===== src/spia_params.svh =====
// Purpose: Named constants for the SPI request handler.
// Assumes: 16-bit frames, MSB first, command fields as laid out below.
// Notes: Functional notes follow.
`ifndef SPIA_PARAMS_SVH
`define SPIA_PARAMS_SVH
`define SPIA_FRAME_EDGES 5'h10
`define SPIA_CNT_MAX 5'h1F
`define SPIA_CFG_OC 7
`define SPIA_CFG_SD 4
`define SPIA_CFG_AF1 2
`define SPIA_CFG_AF0 1
`define SPIA_CMD_LEN 3
`define SPIA_CMD_OC 2
`define SPIA_CMD_SD 1
`define SPIA_CMD_TRG 0
`define SPIA_RSP_PAR 12
`define SPIA_RSP_MSB 15
`define SPIA_ACC_HDR 2'h2
`define SPIA_NIB_REG 4'hE
`define SPIA_NIB_MISO 4'hC
`define SPIA_NIB_INT 4'hD
`define SPIA_NIB_SPI 4'hB
`define SPIA_NIB_IACC 4'hA
`define SPIA_NIB_IREG 4'hF
`define SPIA_RSP_IDLE 16'h0000
`define SPIA_FIFO_DEPTH 2
`endif


===== src/spia_pkg.sv =====
// Purpose: Types shared by the SPI request handler.
// Assumes: Constants come from spia_params.svh.
// Notes: Command word layout, MSB first.
`default_nettype none
package spia_pkg;
   // Received command word.
   typedef struct packed {
      logic odd_check_bit;
      logic sensor_mode_bit;
      logic selector_bit;
      logic [4:0] addr;
      logic [7:0] data;
   } spia_cmd_s;
   // Device status inputs that gate acceleration data.
   typedef struct packed {
      logic init_pending_flag;
      logic reset_occurred_flag;
      logic internal_data_error_flag;
      logic self_test_err;
      logic offset_mon_err;
   } spia_stat_s;
   // Register access request toward the register block.
   typedef struct packed {
      logic wr;
      logic rd;
      logic [4:0] addr;
      logic [7:0] wdata;
   } spia_reg_s;
endpackage
`default_nettype wire


===== src/spia_handler.sv =====
// Purpose: SPI command decoder and response generator.
// Assumes: SPI mode 0, MSB first, pins asynchronous to i_mclk.
// Notes: Replies are queued and shifted out in the following frame.
`timescale 1ns/1ps
`include "spia_params.svh"
`default_nettype none
module spia_handler (
   input wire logic i_mclk,
   input wire logic i_rst,
   input wire logic i_sclk,
   input wire logic i_cs_n,
   input wire logic i_mosi,
   input wire logic i_miso_sense,
   input wire logic [7:0] i_device_config_register,
   input wire spia_pkg::spia_stat_s i_stat,
   input wire logic [11:0] i_accel,
   input wire logic [7:0] i_reg_rdata,
   input wire logic i_reg_bad,
   output logic o_miso,
   output logic o_miso_oe_n,
   output spia_pkg::spia_reg_s o_reg,
   output logic o_spi_err,
   output logic o_miso_err,
   output logic o_mismatch
);

   // Sets the odd-parity bit of a reply word.
   function automatic logic [15:0] fix_par(input logic [15:0] w);
      logic [15:0] t;
      t = w;
      t[`SPIA_RSP_PAR] = 1'h0;
      t[`SPIA_RSP_PAR] = ~^t;
      return t;
   endfunction

   // Builds a reply with a code nibble and a data byte.
   function automatic logic [15:0] mk(input logic sel, input logic [3:0] n,
                                      input logic [7:0] d);
      return fix_par({2'h0, sel, 1'h0, n, d});
   endfunction

   ////////////////////////////////////////////////////////////////////////
   // Pin synchronisers.
   logic [1:0] s_sclk, s_cs, s_mosi, s_sense;
   logic sclk_d, cs_d;

   // Two flops on each pin before any logic looks at it.
   always_ff @(posedge i_mclk or posedge i_rst) begin
      if (i_rst) begin
         s_sclk <= 2'h0;
         s_cs <= 2'h3;
         s_mosi <= 2'h0;
         s_sense <= 2'h0;
         sclk_d <= 1'h0;
         cs_d <= 1'h1;
      end else begin
         s_sclk <= {s_sclk[0], i_sclk};
         s_cs <= {s_cs[0], i_cs_n};
         s_mosi <= {s_mosi[0], i_mosi};
         s_sense <= {s_sense[0], i_miso_sense};
         sclk_d <= s_sclk[1];
         cs_d <= s_cs[1];
      end
   end

   logic sclk_rise, sclk_fall, cs_fall, cs_rise, cs_act;
   assign cs_act = ~s_cs[1];
   assign sclk_rise = cs_act & s_sclk[1] & ~sclk_d;
   assign sclk_fall = cs_act & ~s_sclk[1] & sclk_d;
   assign cs_fall = ~s_cs[1] & cs_d;
   assign cs_rise = s_cs[1] & ~cs_d;

   ////////////////////////////////////////////////////////////////////////
   // Two-entry reply buffer.
   logic [15:0] fifo [`SPIA_FIFO_DEPTH];
   logic wp, rp;
   logic [1:0] fcnt;
   logic push, pop, f_full, f_empty;
   logic [15:0] push_word;
   assign f_full = (fcnt == 2'h2);
   assign f_empty = (fcnt == 2'h0);
   assign pop = cs_fall & ~f_empty;

   // Pointers and count; a push stalls while full.
   always_ff @(posedge i_mclk or posedge i_rst) begin
      if (i_rst) begin
         wp <= 1'h0;
         rp <= 1'h0;
         fcnt <= 2'h0;
      end else begin
         if (push & ~f_full) begin
            wp <= ~wp;
         end
         if (pop) begin
            rp <= ~rp;
         end
         fcnt <= fcnt + 2'((push & ~f_full) ? 1 : 0) - 2'(pop ? 1 : 0);
      end
   end

   // Buffer storage.
   always_ff @(posedge i_mclk) begin
      if (push & ~f_full) begin
         fifo[wp] <= push_word;
      end
   end

   ////////////////////////////////////////////////////////////////////////
   // Shift engine.
   logic [15:0] rx_sh, tx_sh;
   logic [4:0] edges;
   logic miso_bad;

   // Receive side counts rising edges and checks the MISO readback.
   always_ff @(posedge i_mclk or posedge i_rst) begin
      if (i_rst) begin
         rx_sh <= 16'h0000;
         edges <= 5'h00;
         miso_bad <= 1'h0;
      end else if (cs_fall) begin
         edges <= 5'h00;
         miso_bad <= 1'h0;
      end else if (sclk_rise) begin
         rx_sh <= {rx_sh[14:0], s_mosi[1]};
         if (edges != `SPIA_CNT_MAX) begin
            edges <= edges + 5'h01;
         end
         if (s_sense[1] != o_miso) begin
            miso_bad <= 1'h1;
         end
      end
   end

   // Word loaded at frame start: the queued reply, or idle when none waits.
   logic [15:0] next_tx;
   assign next_tx = f_empty ? `SPIA_RSP_IDLE : fifo[rp];

   // Transmit side loads the queued reply at frame start.
   always_ff @(posedge i_mclk or posedge i_rst) begin
      if (i_rst) begin
         tx_sh <= `SPIA_RSP_IDLE;
         o_miso <= 1'h0;
         o_miso_oe_n <= 1'h1;
      end else begin
         o_miso_oe_n <= s_cs[1];
         if (cs_fall) begin
            tx_sh <= next_tx;
            o_miso <= next_tx[`SPIA_RSP_MSB];
         end else if (sclk_fall) begin
            tx_sh <= {tx_sh[14:0], 1'h0};
            o_miso <= tx_sh[`SPIA_RSP_MSB - 1];
         end
      end
   end

   ////////////////////////////////////////////////////////////////////////
   // Frame end capture.
   spia_pkg::spia_cmd_s cmd;
   logic eval, frm_err, mis_l;

   // Latches the command and framing checks when chip select rises.
   always_ff @(posedge i_mclk or posedge i_rst) begin
      if (i_rst) begin
         cmd <= '0;
         eval <= 1'h0;
         frm_err <= 1'h0;
         mis_l <= 1'h0;
      end else begin
         if (cs_rise) begin
            cmd <= rx_sh;
            frm_err <= (edges != `SPIA_FRAME_EDGES) | sclk_d;
            mis_l <= miso_bad;
            eval <= 1'h1;
         end else if (eval & ~f_full) begin
            eval <= 1'h0;
         end
      end
   end

   ////////////////////////////////////////////////////////////////////////
   // Decode and reply selection.
   logic is_acc, spi_err, mismatch, inv_acc, rd_ok, wr_ok;
   logic [7:0] cfg;
   assign cfg = i_device_config_register;
   assign is_acc = cmd.sensor_mode_bit;

   // Mismatch between requested and programmed configuration.
   assign mismatch = is_acc & (
      (cmd.data[`SPIA_CMD_OC] != cfg[`SPIA_CFG_OC]) |
      (cmd.data[`SPIA_CMD_SD] != cfg[`SPIA_CFG_SD]) |
      (cmd.data[`SPIA_CMD_TRG] !=
       (cfg[`SPIA_CFG_AF1] | cfg[`SPIA_CFG_AF0])));

   // Framing, parity and reserved-bit errors.
   assign spi_err = frm_err | ~(^cmd) |
      (is_acc & ((cmd.addr[3:0] != 4'h0) | (cmd.data[7:4] != 4'h0) |
                 ~cmd.data[`SPIA_CMD_LEN])) |
      (~is_acc & ~cmd.selector_bit & (cmd.data != 8'h00));

   assign inv_acc = is_acc & (cmd.selector_bit | mismatch);
   assign rd_ok = ~is_acc & ~cmd.selector_bit & ~spi_err & ~mis_l &
                  ~i_reg_bad;
   assign wr_ok = ~is_acc & cmd.selector_bit & ~spi_err & ~i_reg_bad;
   assign push = eval;

   // Picks one reply by priority; data only when every gate passes.
   always_comb begin
      if (spi_err) begin
         push_word = mk(1'h0, `SPIA_NIB_SPI, 8'h00);
      end else if (mis_l) begin
         push_word = mk(1'h0, `SPIA_NIB_MISO, 8'h00);
      end else if (inv_acc) begin
         push_word = mk(1'h0, `SPIA_NIB_IACC, 8'h00);
      end else if (~is_acc & i_reg_bad) begin
         push_word = mk(1'h0, `SPIA_NIB_IREG, 8'h00);
      end else if (~is_acc) begin
         // A write answers with the byte just written, the new contents;
         // the outside read port still shows the old value at this point.
         push_word = mk(cmd.selector_bit, `SPIA_NIB_REG,
                        cmd.selector_bit ? cmd.data : i_reg_rdata);
      end else if (i_stat.init_pending_flag |
                   i_stat.reset_occurred_flag |
                   i_stat.internal_data_error_flag |
                   i_stat.self_test_err |
                   i_stat.offset_mon_err) begin
         push_word = mk(1'h0, `SPIA_NIB_INT, 8'h00);
      end else begin
         push_word = fix_par({`SPIA_ACC_HDR, 1'h0, 1'h0, i_accel});
      end
   end

   ////////////////////////////////////////////////////////////////////////
   // Outputs toward the register block and event flags.
   // The address is held from frame end so read data is ready at eval.
   always_ff @(posedge i_mclk or posedge i_rst) begin
      if (i_rst) begin
         o_reg <= '0;
         o_spi_err <= 1'h0;
         o_miso_err <= 1'h0;
         o_mismatch <= 1'h0;
      end else begin
         if (cs_rise) begin
            o_reg.addr <= rx_sh[12:8];
            o_reg.wdata <= rx_sh[7:0];
         end
         o_reg.wr <= eval & ~f_full & wr_ok;
         o_reg.rd <= eval & ~f_full & rd_ok;
         o_spi_err <= eval & ~f_full & spi_err;
         o_miso_err <= eval & ~f_full & mis_l;
         o_mismatch <= eval & ~f_full & ~spi_err & mismatch;
      end
   end

   ////////////////////////////////////////////////////////////////////////
   // Checks.
   a_edge_count: assert property (@(posedge i_mclk)
      disable iff (i_rst)
      cs_rise && edges != `SPIA_FRAME_EDGES |=> frm_err)
      else $error("wrong edge count not flagged");
   a_parity_err: assert property (@(posedge i_mclk)
      disable iff (i_rst)
      eval && !f_full && !(^cmd) |=> o_spi_err)
      else $error("even parity not flagged");
   a_mismatch: assert property (@(posedge i_mclk)
      disable iff (i_rst)
      eval && !spi_err && !mis_l && mismatch |->
      push_word[11:8] == `SPIA_NIB_IACC)
      else $error("mismatch sent data");
   a_sel_inval: assert property (@(posedge i_mclk)
      disable iff (i_rst)
      eval && is_acc && cmd.selector_bit |->
      push_word[15:14] != `SPIA_ACC_HDR)
      else $error("selector one gave data");
   a_status_gate: assert property (@(posedge i_mclk)
      disable iff (i_rst)
      eval && is_acc && (i_stat.init_pending_flag ||
      i_stat.reset_occurred_flag || i_stat.internal_data_error_flag) |->
      push_word[15:14] != `SPIA_ACC_HDR)
      else $error("data sent while status flag set");
   a_fault_gate: assert property (@(posedge i_mclk)
      disable iff (i_rst)
      eval && (i_stat.self_test_err || i_stat.offset_mon_err) |->
      push_word[15:14] != `SPIA_ACC_HDR)
      else $error("data sent during fault");
   a_miso_gate: assert property (@(posedge i_mclk)
      disable iff (i_rst)
      eval && mis_l |-> push_word[11:8] != `SPIA_NIB_REG &&
      push_word[15:14] != `SPIA_ACC_HDR)
      else $error("reply sent despite MISO error");
   // Accel data may hold the register nibble, so only register replies.
   a_reg_format: assert property (@(posedge i_mclk)
      disable iff (i_rst)
      push && !is_acc && push_word[11:8] == `SPIA_NIB_REG |->
      push_word[15:14] == 2'h0 && push_word[13] == cmd.selector_bit &&
      ^push_word)
      else $error("bad register reply format");
   a_next_frame: assert property (@(posedge i_mclk)
      disable iff (i_rst)
      cs_rise |=> !pop [*2])
      else $error("reply taken in same frame");
   // A read seen through a bad readback must not reach the register block.
   a_read_gate: assert property (@(posedge i_mclk)
      disable iff (i_rst)
      eval && !f_full && mis_l |=> !o_reg.rd)
      else $error("read done despite MISO error");
   c_accel_ok: cover property (@(posedge i_mclk)
      push && push_word[15:14] == `SPIA_ACC_HDR);
   c_reg_write: cover property (@(posedge i_mclk) o_reg.wr);
   c_spi_err: cover property (@(posedge i_mclk) o_spi_err);
   c_fifo_full: cover property (@(posedge i_mclk) f_full);
   c_miso_err: cover property (@(posedge i_mclk) o_miso_err);

endmodule
`default_nettype wire


===== config.mk =====
export PLATFORM = sky130hd
export DESIGN_NAME = spia_handler
export DESIGN_NICKNAME = d
export VERILOG_FILES = /design/src/spia_pkg.sv /design/src/spia_handler.sv
export VERILOG_INCLUDE_DIRS = /design/src
export SDC_FILE = /design/constraint.sdc
export NUM_CORES = 1
export LEC_CHECK = 0
export BUFFER_PORTS_ARGS = -buffer_cell sky130_fd_sc_hd__buf_2
export CAP_MARGIN = 15
export CORE_UTILIZATION = 52
export CTS_BUF_LIST = sky130_fd_sc_hd__clkbuf_16
export CTS_CLUSTER_SIZE = 40
export DETAILED_ROUTE_END_ITERATION = 10
export PLACE_DENSITY = 0.75
export SKIP_LAST_GASP = 1
export SYNTH_ARGS = -nofsm -noshare
export SYNTH_HDL_FRONTEND = slang
export SYNTH_SLANG_ARGS = --single-unit

===== constraint.sdc =====
create_clock -name i_mclk -period 2.5 [get_ports i_mclk]
set_input_delay 0.375 -clock i_mclk [delete_from_list [all_inputs] [get_ports i_mclk]]
set_output_delay 0.375 -clock i_mclk [all_outputs]
set_load 0.02 [all_outputs]

==> results.json, run 1 <==
{
  "status": "finished, final reports clean",
  "hp-class": "in2async",
  "grt_pass1_wl_mm": 15.35,
  "synth_xor_area_share_pct": 7.038,
  "r2r_setup_slack_ns": 0.12,
  "end_kind": "flip-flop",
  "synth_ff_type": "dfrtp_1",
  "clock_latency_ns": 0.34,
  "largest_register": "fifo",
  "syn-instance-count": 416,
  "area_growth_pct": 13.11,
  "synth_edf_count": 30,
  "multi_input_area_um2": 1872,
  "die_w_um": 99.32,
  "final_common_cell": "dfrtp_1",
  "core_area_um2": 9196,
  "rsz0062_at_grt": "false",
  "ys_seq_area_share_pct": 56.99,
  "wl_mm": 9.126,
  "ys_async_sr_fraction_pct": 71.70,
  "synth_top_family_by_area": "multiplexers",
  "cts_buffers": 9,
  "fp-row-count": 35,
  "final-setup-viol-count": 0,
  "post_drt_wl_per_cell_um": 15.65,
  "critPathLaunch": "cmd[0]",
  "drc_errors": 0,
  "grt_pass1_vias": 3151,
  "ys_warn_count": 0,
  "skew_ns": 0.007617,
  "cts_tree": "yes",
  "cts_hold_buf": 0,
  "vias": 3157,
  "period_minus_slack_ns": 2.380,
  "worstPathRequired_ns": 2.59,
  "die_area_um2": 9863,
  "via_per_inst": 5.415,
  "reg.largest.list": "fifo (30), rx_sh (16)",
  "cts.path.max_buffers": 2,
  "slew_headroom_pct": 54.10,
  "postRouteAntennaNets": 0,
  "fin_cells": 583,
  "final_cell_mix": "dfrtp_1, buf_2, mux2_2",
  "synth-simple-area-share_pct": 8.867,
  "cts_root_buf": "clkbuf_16",
  "synth_nets": 467,
  "nets": 518,
  "antenna_cells": 0,
  "max_freq_ghz": 0.4201,
  "syn_avg_cell_area_um2": 11.84,
  "dp.cells": 565,
  "synthAdderAreaFrac_pct": 2.795,
  "powerDensity_nw_per_um2": 820.1,
  "first_iter_violations": 216,
  "synth_mux_area_share_pct": 10.67,
  "grtUsageTotal_pct": 20.18,
  "synth_seq_cells": 106,
  "largest_reg_flops": 30,
  "port_buffers": 55,
  "synth_cell_types": 41,
  "crit_path_end": "fifo[1][13]",
  "tightestPinTransition_ns": 0.6885,
  "reg2reg_from": "cmd[0]",
  "path_clk_slew_ns": 0.07,
  "crit_path_start_kind": "flip-flop",
  "hold_viol_final": 0,
  "regArea_um2": 2806,
  "syn_area_um2": 4925,
  "cts.sinks": 106,
  "grt_start_max_net_pins": 77,
  "grt_overflow": 0,
  "crit_arrival_ns": 2.47,
  "finalCritPeriodShare_pct": 95.21,
  "p_leak_nw": 2.456,
  "rr_endpoint": "fifo[1][13]",
  "htreeDepth": 3,
  "antenna_found_initial": 0,
  "criticalPathCategory": "reg2reg",
  "drive_above_1_share_pct": 27.75,
  "synth_compound_area_share_pct": 8.537,
  "place.gp.congestion": 0.8482,
  "dr.pass1.iters": 5,
  "fp.dieH_um": 99.32,
  "hpwl_mm": 6.544,
  "cp_max_fo": 4,
  "setup_tns_ns": 0,
  "num-fill-cells": 726,
  "max-vdd-ir-drop_uv": 347.5,
  "io_pins": 60,
  "initial_core_util_pct": 53.55,
  "drv_cap": 0,
  "finalMaxSlewViolations": 0,
  "r2r_cells": 9
}
[cell families after synthesis]
group | count (synthesis)
buffers and inverters | 50
and+or+nand+nor | 94
xor gates and xnor gates | 38
adders and majority gates | 11
DFF | 106
muxes | 48
AOI/OAI and AO/OA | 69
[where the power goes]
group	total [W]	internal, W	switching [W]
clock network	0.00130	0.000675	0.000621
logic	0.000985	0.000495	0.000490
registers	0.00229	0.00207	0.000215
total	0.00457	0.00324	0.00133
[Yosys cell counts, drive strengths merged (2+ instances only)]
cell type	n	area [µm²]
a21oi	3	15.01
a22oi	14	105.1
a31oi	9	56.30
and3	8	50.05
buf	19	135.1
clkbuf	13	48.80
dfrtp	73	1827
dfstp	3	78.83
edfxtp	30	900.9
ha	11	137.6
inv	18	67.56
mux2	36	405.4
mux2i	12	120.1
nand2	36	135.1
nand2b	2	12.51
nand4	2	12.51
nor2	32	120.1
nor2b	5	31.28
o21a	4	30.03
o21ai	32	160.2
o21bai	2	15.01
xnor2	27	236.5
xor2	10	87.58
[metrics by stage]
step	power, W	setup slack, ns	hold slack [ns]	area (µm²)	util [%]
2_1_floorplan	0.003031	0.1916	0.3312	4925	-
3_3_place_gp	0.003248	0.1491	0.3321	5283	57.44
3_5_place_dp	0.003302	0.02029	0.3364	5283	57.44
4_1_cts	0.004605	0.01134	0.1179	5553	60.38
5_1_grt	0.004792	0.01312	0.1225	5570	60.57
6_report	0.004568	0.1196	0.1080	5570	60.57
[critical path, stage by stage, from the launching register on]
cell and delay (ns):
dfrtp_1 0.35, inv_1 0.06, ha_1 0.31, xor2_1 0.16, xnor3_1 0.43, xnor2_1 0.21
nor3b_2 0.07, buf_4 0.15, and2b_1 0.18, and3_1 0.20
[cell type report]
class	instances	area share [%]
clock buffers	9	4.043
clock inverters	7	0.8086
inverters	18	1.213
multi-input cells	260	33.60
flip-flops and latches	106	50.38
well taps	111	2.493
repair buffers	72	7.457
[per-layer routing]
layer	GRT usage (%)	vias up	part of all wire, %
met5	0	-	0
met4	9.729	0	2.5
met3	2.600	18	2.9
met2	33.28	61	50
met1	26.69	1542	45
li1	-	1536	-
[repair_timing]
| action | in CTS | in global routing |
|---|---|---|
| resized for setup | 0 | 1 |
| setup endpoints to repair | 0 | 22 |
| setup buffers | 0 | 2 |
[worst min path at each step]
stage	to	slack (ns)	cells past startpoint	from
after global routing	s_cs[0]	0.12	1	i_cs_n
after detailed placement	s_mosi[1]	0.34	0	s_mosi[0]
after floorplan	s_mosi[1]	0.33	0	s_mosi[0]
after CTS	s_cs[0]	0.12	1	i_cs_n
final	edges[0]	0.11	3	i_rst
after global placement	s_mosi[1]	0.33	0	s_mosi[0]
(Power assumes the default switching activity.)
==> run 2: changes to the inputs <==
--- a/config.mk
+++ b/config.mk
@@ -8,11 +8,14 @@
 export LEC_CHECK = 0
 export BUFFER_PORTS_ARGS = -buffer_cell sky130_fd_sc_hd__buf_2
 export CAP_MARGIN = 15
-export CORE_UTILIZATION = 52
+export CELL_PAD_IN_SITES_DETAIL_PLACEMENT = 1
+export CELL_PAD_IN_SITES_GLOBAL_PLACEMENT = 1
+export CORE_UTILIZATION = 42
 export CTS_BUF_LIST = sky130_fd_sc_hd__clkbuf_16
 export CTS_CLUSTER_SIZE = 40
 export DETAILED_ROUTE_END_ITERATION = 10
-export PLACE_DENSITY = 0.75
+export HOLD_SLACK_MARGIN = 0.12
+export PLACE_DENSITY_LB_ADDON = 0.1
 export SKIP_LAST_GASP = 1
 export SYNTH_ARGS = -nofsm -noshare
 export SYNTH_HDL_FRONTEND = slang
==> run 2 against run 1 <==
Effect of this change: cell count up 6.3%; die area increased by 23%; core utilization is 11 points lower; setup slack better by 0.011 ns; critical path depth is 1 lower; wire length up 14%; first-iteration DRC count decreased by 52%; clock power hardly changed; hold slack better by 0.24 ns; sequential cell count unchanged; largest cell class unchanged.
==> results.json, run 2 (synthesis gave the netlist of run 1 again) <==
{
  "status": "finished, final reports clean",
  "drt-met1-wl_mm": 4.590,
  "fp-row-count": 39,
  "nets": 523,
  "reg.largest.list": "fifo (30), rx_sh (16)",
  "htreeDepth": 3,
  "largest_register": "fifo",
  "final_common_cell": "dfrtp_1",
  "fp.dieH_um": 110.3,
  "core_area_um2": 11420,
  "io_pins": 60,
  "final-setup-viol-count": 0,
  "cts_root_buf": "clkbuf_16",
  "grt_start_max_net_pins": 77,
  "vias": 3101,
  "skew_ns": 0.006180,
  "cp_max_fo": 4,
  "grt_overflow": 0,
  "total_power_w": 0.004611,
  "drc_errors": 0,
  "postRouteAntennaNets": 0,
  "antenna_cells": 0,
  "place.gp.congestion": 0.7366,
  "cts_tree": "yes",
  "fin_hold_ws_ns": 0.3524,
  "finalCritPeriodShare_pct": 94.79,
  "cts.sinks": 106,
  "power.share.sequential_pct": 49.5,
  "slew_headroom_pct": 51.43,
  "p_leak_nw": 2.484,
  "met3_length_um": 317,
  "worstPathRequired_ns": 2.57,
  "drv_cap": 0,
  "end_kind": "flip-flop",
  "grt_pass1_wl_mm": 16.73,
  "setup_tns_ns": 0,
  "power.share.switching_pct": 29.28,
  "tightestPinTransition_ns": 0.7285,
  "first_iter_violations": 103,
  "clock_latency_ns": 0.35,
  "post_drt_wl_per_cell_um": 16.85,
  "max_freq_ghz": 0.4220,
  "dr.pass1.iters": 4,
  "p_switching_w": 0.001350,
  "num-fill-cells": 1207,
  "top_layer": "met4",
  "wl_met2_mm": 5.413,
  "power.internal_w": 0.003261,
  "grtUsageTotal_pct": 18.80,
  "fin_ws_ns": 0.1303,
  "place_ws_ns": 0.08514,
  "initial_core_util_pct": 43.13,
  "antenna_found_initial": 0,
  "criticalPathCategory": "reg2reg",
  "drive_above_1_share_pct": 28.72,
  "area_growth_pct": 15.55,
  "postLayoutCoreUtil_pct": 49.84,
  "cts_buffers": 9,
  "wl_mm": 10.45,
  "hold_viol_final": 0,
  "path_clk_slew_ns": 0.07,
  "cts.path.max_buffers": 2,
  "via_per_inst": 5.002,
  "crit_path_start_kind": "flip-flop",
  "crit_arrival_ns": 2.44,
  "powerDensity_nw_per_um2": 810.4,
  "comb_power_share_pct": 22.6,
  "clock_power_share_pct": 27.9,
  "grt_pass1_vias": 3352,
  "port_buffers": 55,
  "final_cell_mix": "dfrtp_1, buf_2, mux2_2",
  "hp-class": "reg2reg",
  "largest_reg_flops": 30,
  "hpwl_mm": 7.457,
  "finalMaxSlewViolations": 0,
  "max-vdd-ir-drop_uv": 539.9,
  "die_w_um": 110.3,
  "die_area_um2": 12160,
  "period_minus_slack_ns": 2.370
}
[run 2: worst max-delay path: stages, from the launching register on]
cell,delay [ns]
dfrtp_2,0.43
inv_2,0.09
ha_4,0.21
xnor2_2,0.11
xnor3_1,0.45
xnor2_2,0.16
nor3b_2,0.31
and2b_2,0.22
nand4b_1,0.11
[run 2: final timing paths]
kind	startpoint	to	slack, ns	depth (start not counted)
min in group asynchronous	i_rst	cmd[10]	0.64	4
worst min-delay path	s_sclk[0]	s_sclk[1]	0.35	0
max in group asynchronous	i_rst	o_miso_oe_n	1.50	4
worst max-delay path	cmd[5]	fifo[1][11]	0.13	8
worst max register to register	cmd[5]	fifo[1][11]	0.13	8
worst min register to register	s_sclk[0]	s_sclk[1]	0.35	0
[run 2: layer usage]
| metal | vias up | global-route usage [%] |
|---|---|---|
| li1 | 1534 | - |
| met1 | 1529 | 22.68 |
| met2 | 28 | 32.52 |
| met3 | 10 | 5.703 |
| met4 | 0 | 5.075 |
| met5 | - | 0 |
[run 2: per-stage QoR]
stage | instance area (µm²) | instances
5_1_grt | 5690 | 620
6_report | 5690 | 620
3_5_place_dp | 5316 | 596
4_1_cts | 5628 | 617
3_3_place_gp | 5316 | 596
2_1_floorplan | 4925 | 416
[run 2: power groups by stage]
stage / combinational (W) / sequential [W] / clock (W)
after floorplan: 0.000794 / 0.00224 / 0
after global placement: 0.000964 / 0.00231 / 0
after detailed placement: 0.00100 / 0.00232 / 0
after CTS: 0.00101 / 0.00229 / 0.00133
after global routing: 0.00116 / 0.00232 / 0.00139
final: 0.00104 / 0.00228 / 0.00129
[run 2: final cells by class]
| cell class | count | area [µm²] | share of cell area, % |
|---|---|---|---|
| Clock buffer | 9 | 225.2 | 3.958 |
| Clock inverter | 7 | 36.28 | 0.6376 |
| Inverter | 18 | 68.82 | 1.209 |
| Multi-Input combinational cell | 260 | 1908 | 33.53 |
| Sequential cell | 106 | 2808 | 49.34 |
| Tap cell | 143 | 178.9 | 3.144 |
| Timing Repair Buffer | 77 | 465.4 | 8.179 |
[run 2: timing repair]
action	4_1_cts	5_1_grt
endpoints found under the setup margin	0	18
hold buffers	5	0
endpoints found under the hold margin	41	0
setup buffers	0	3
gates resized for setup	0	10
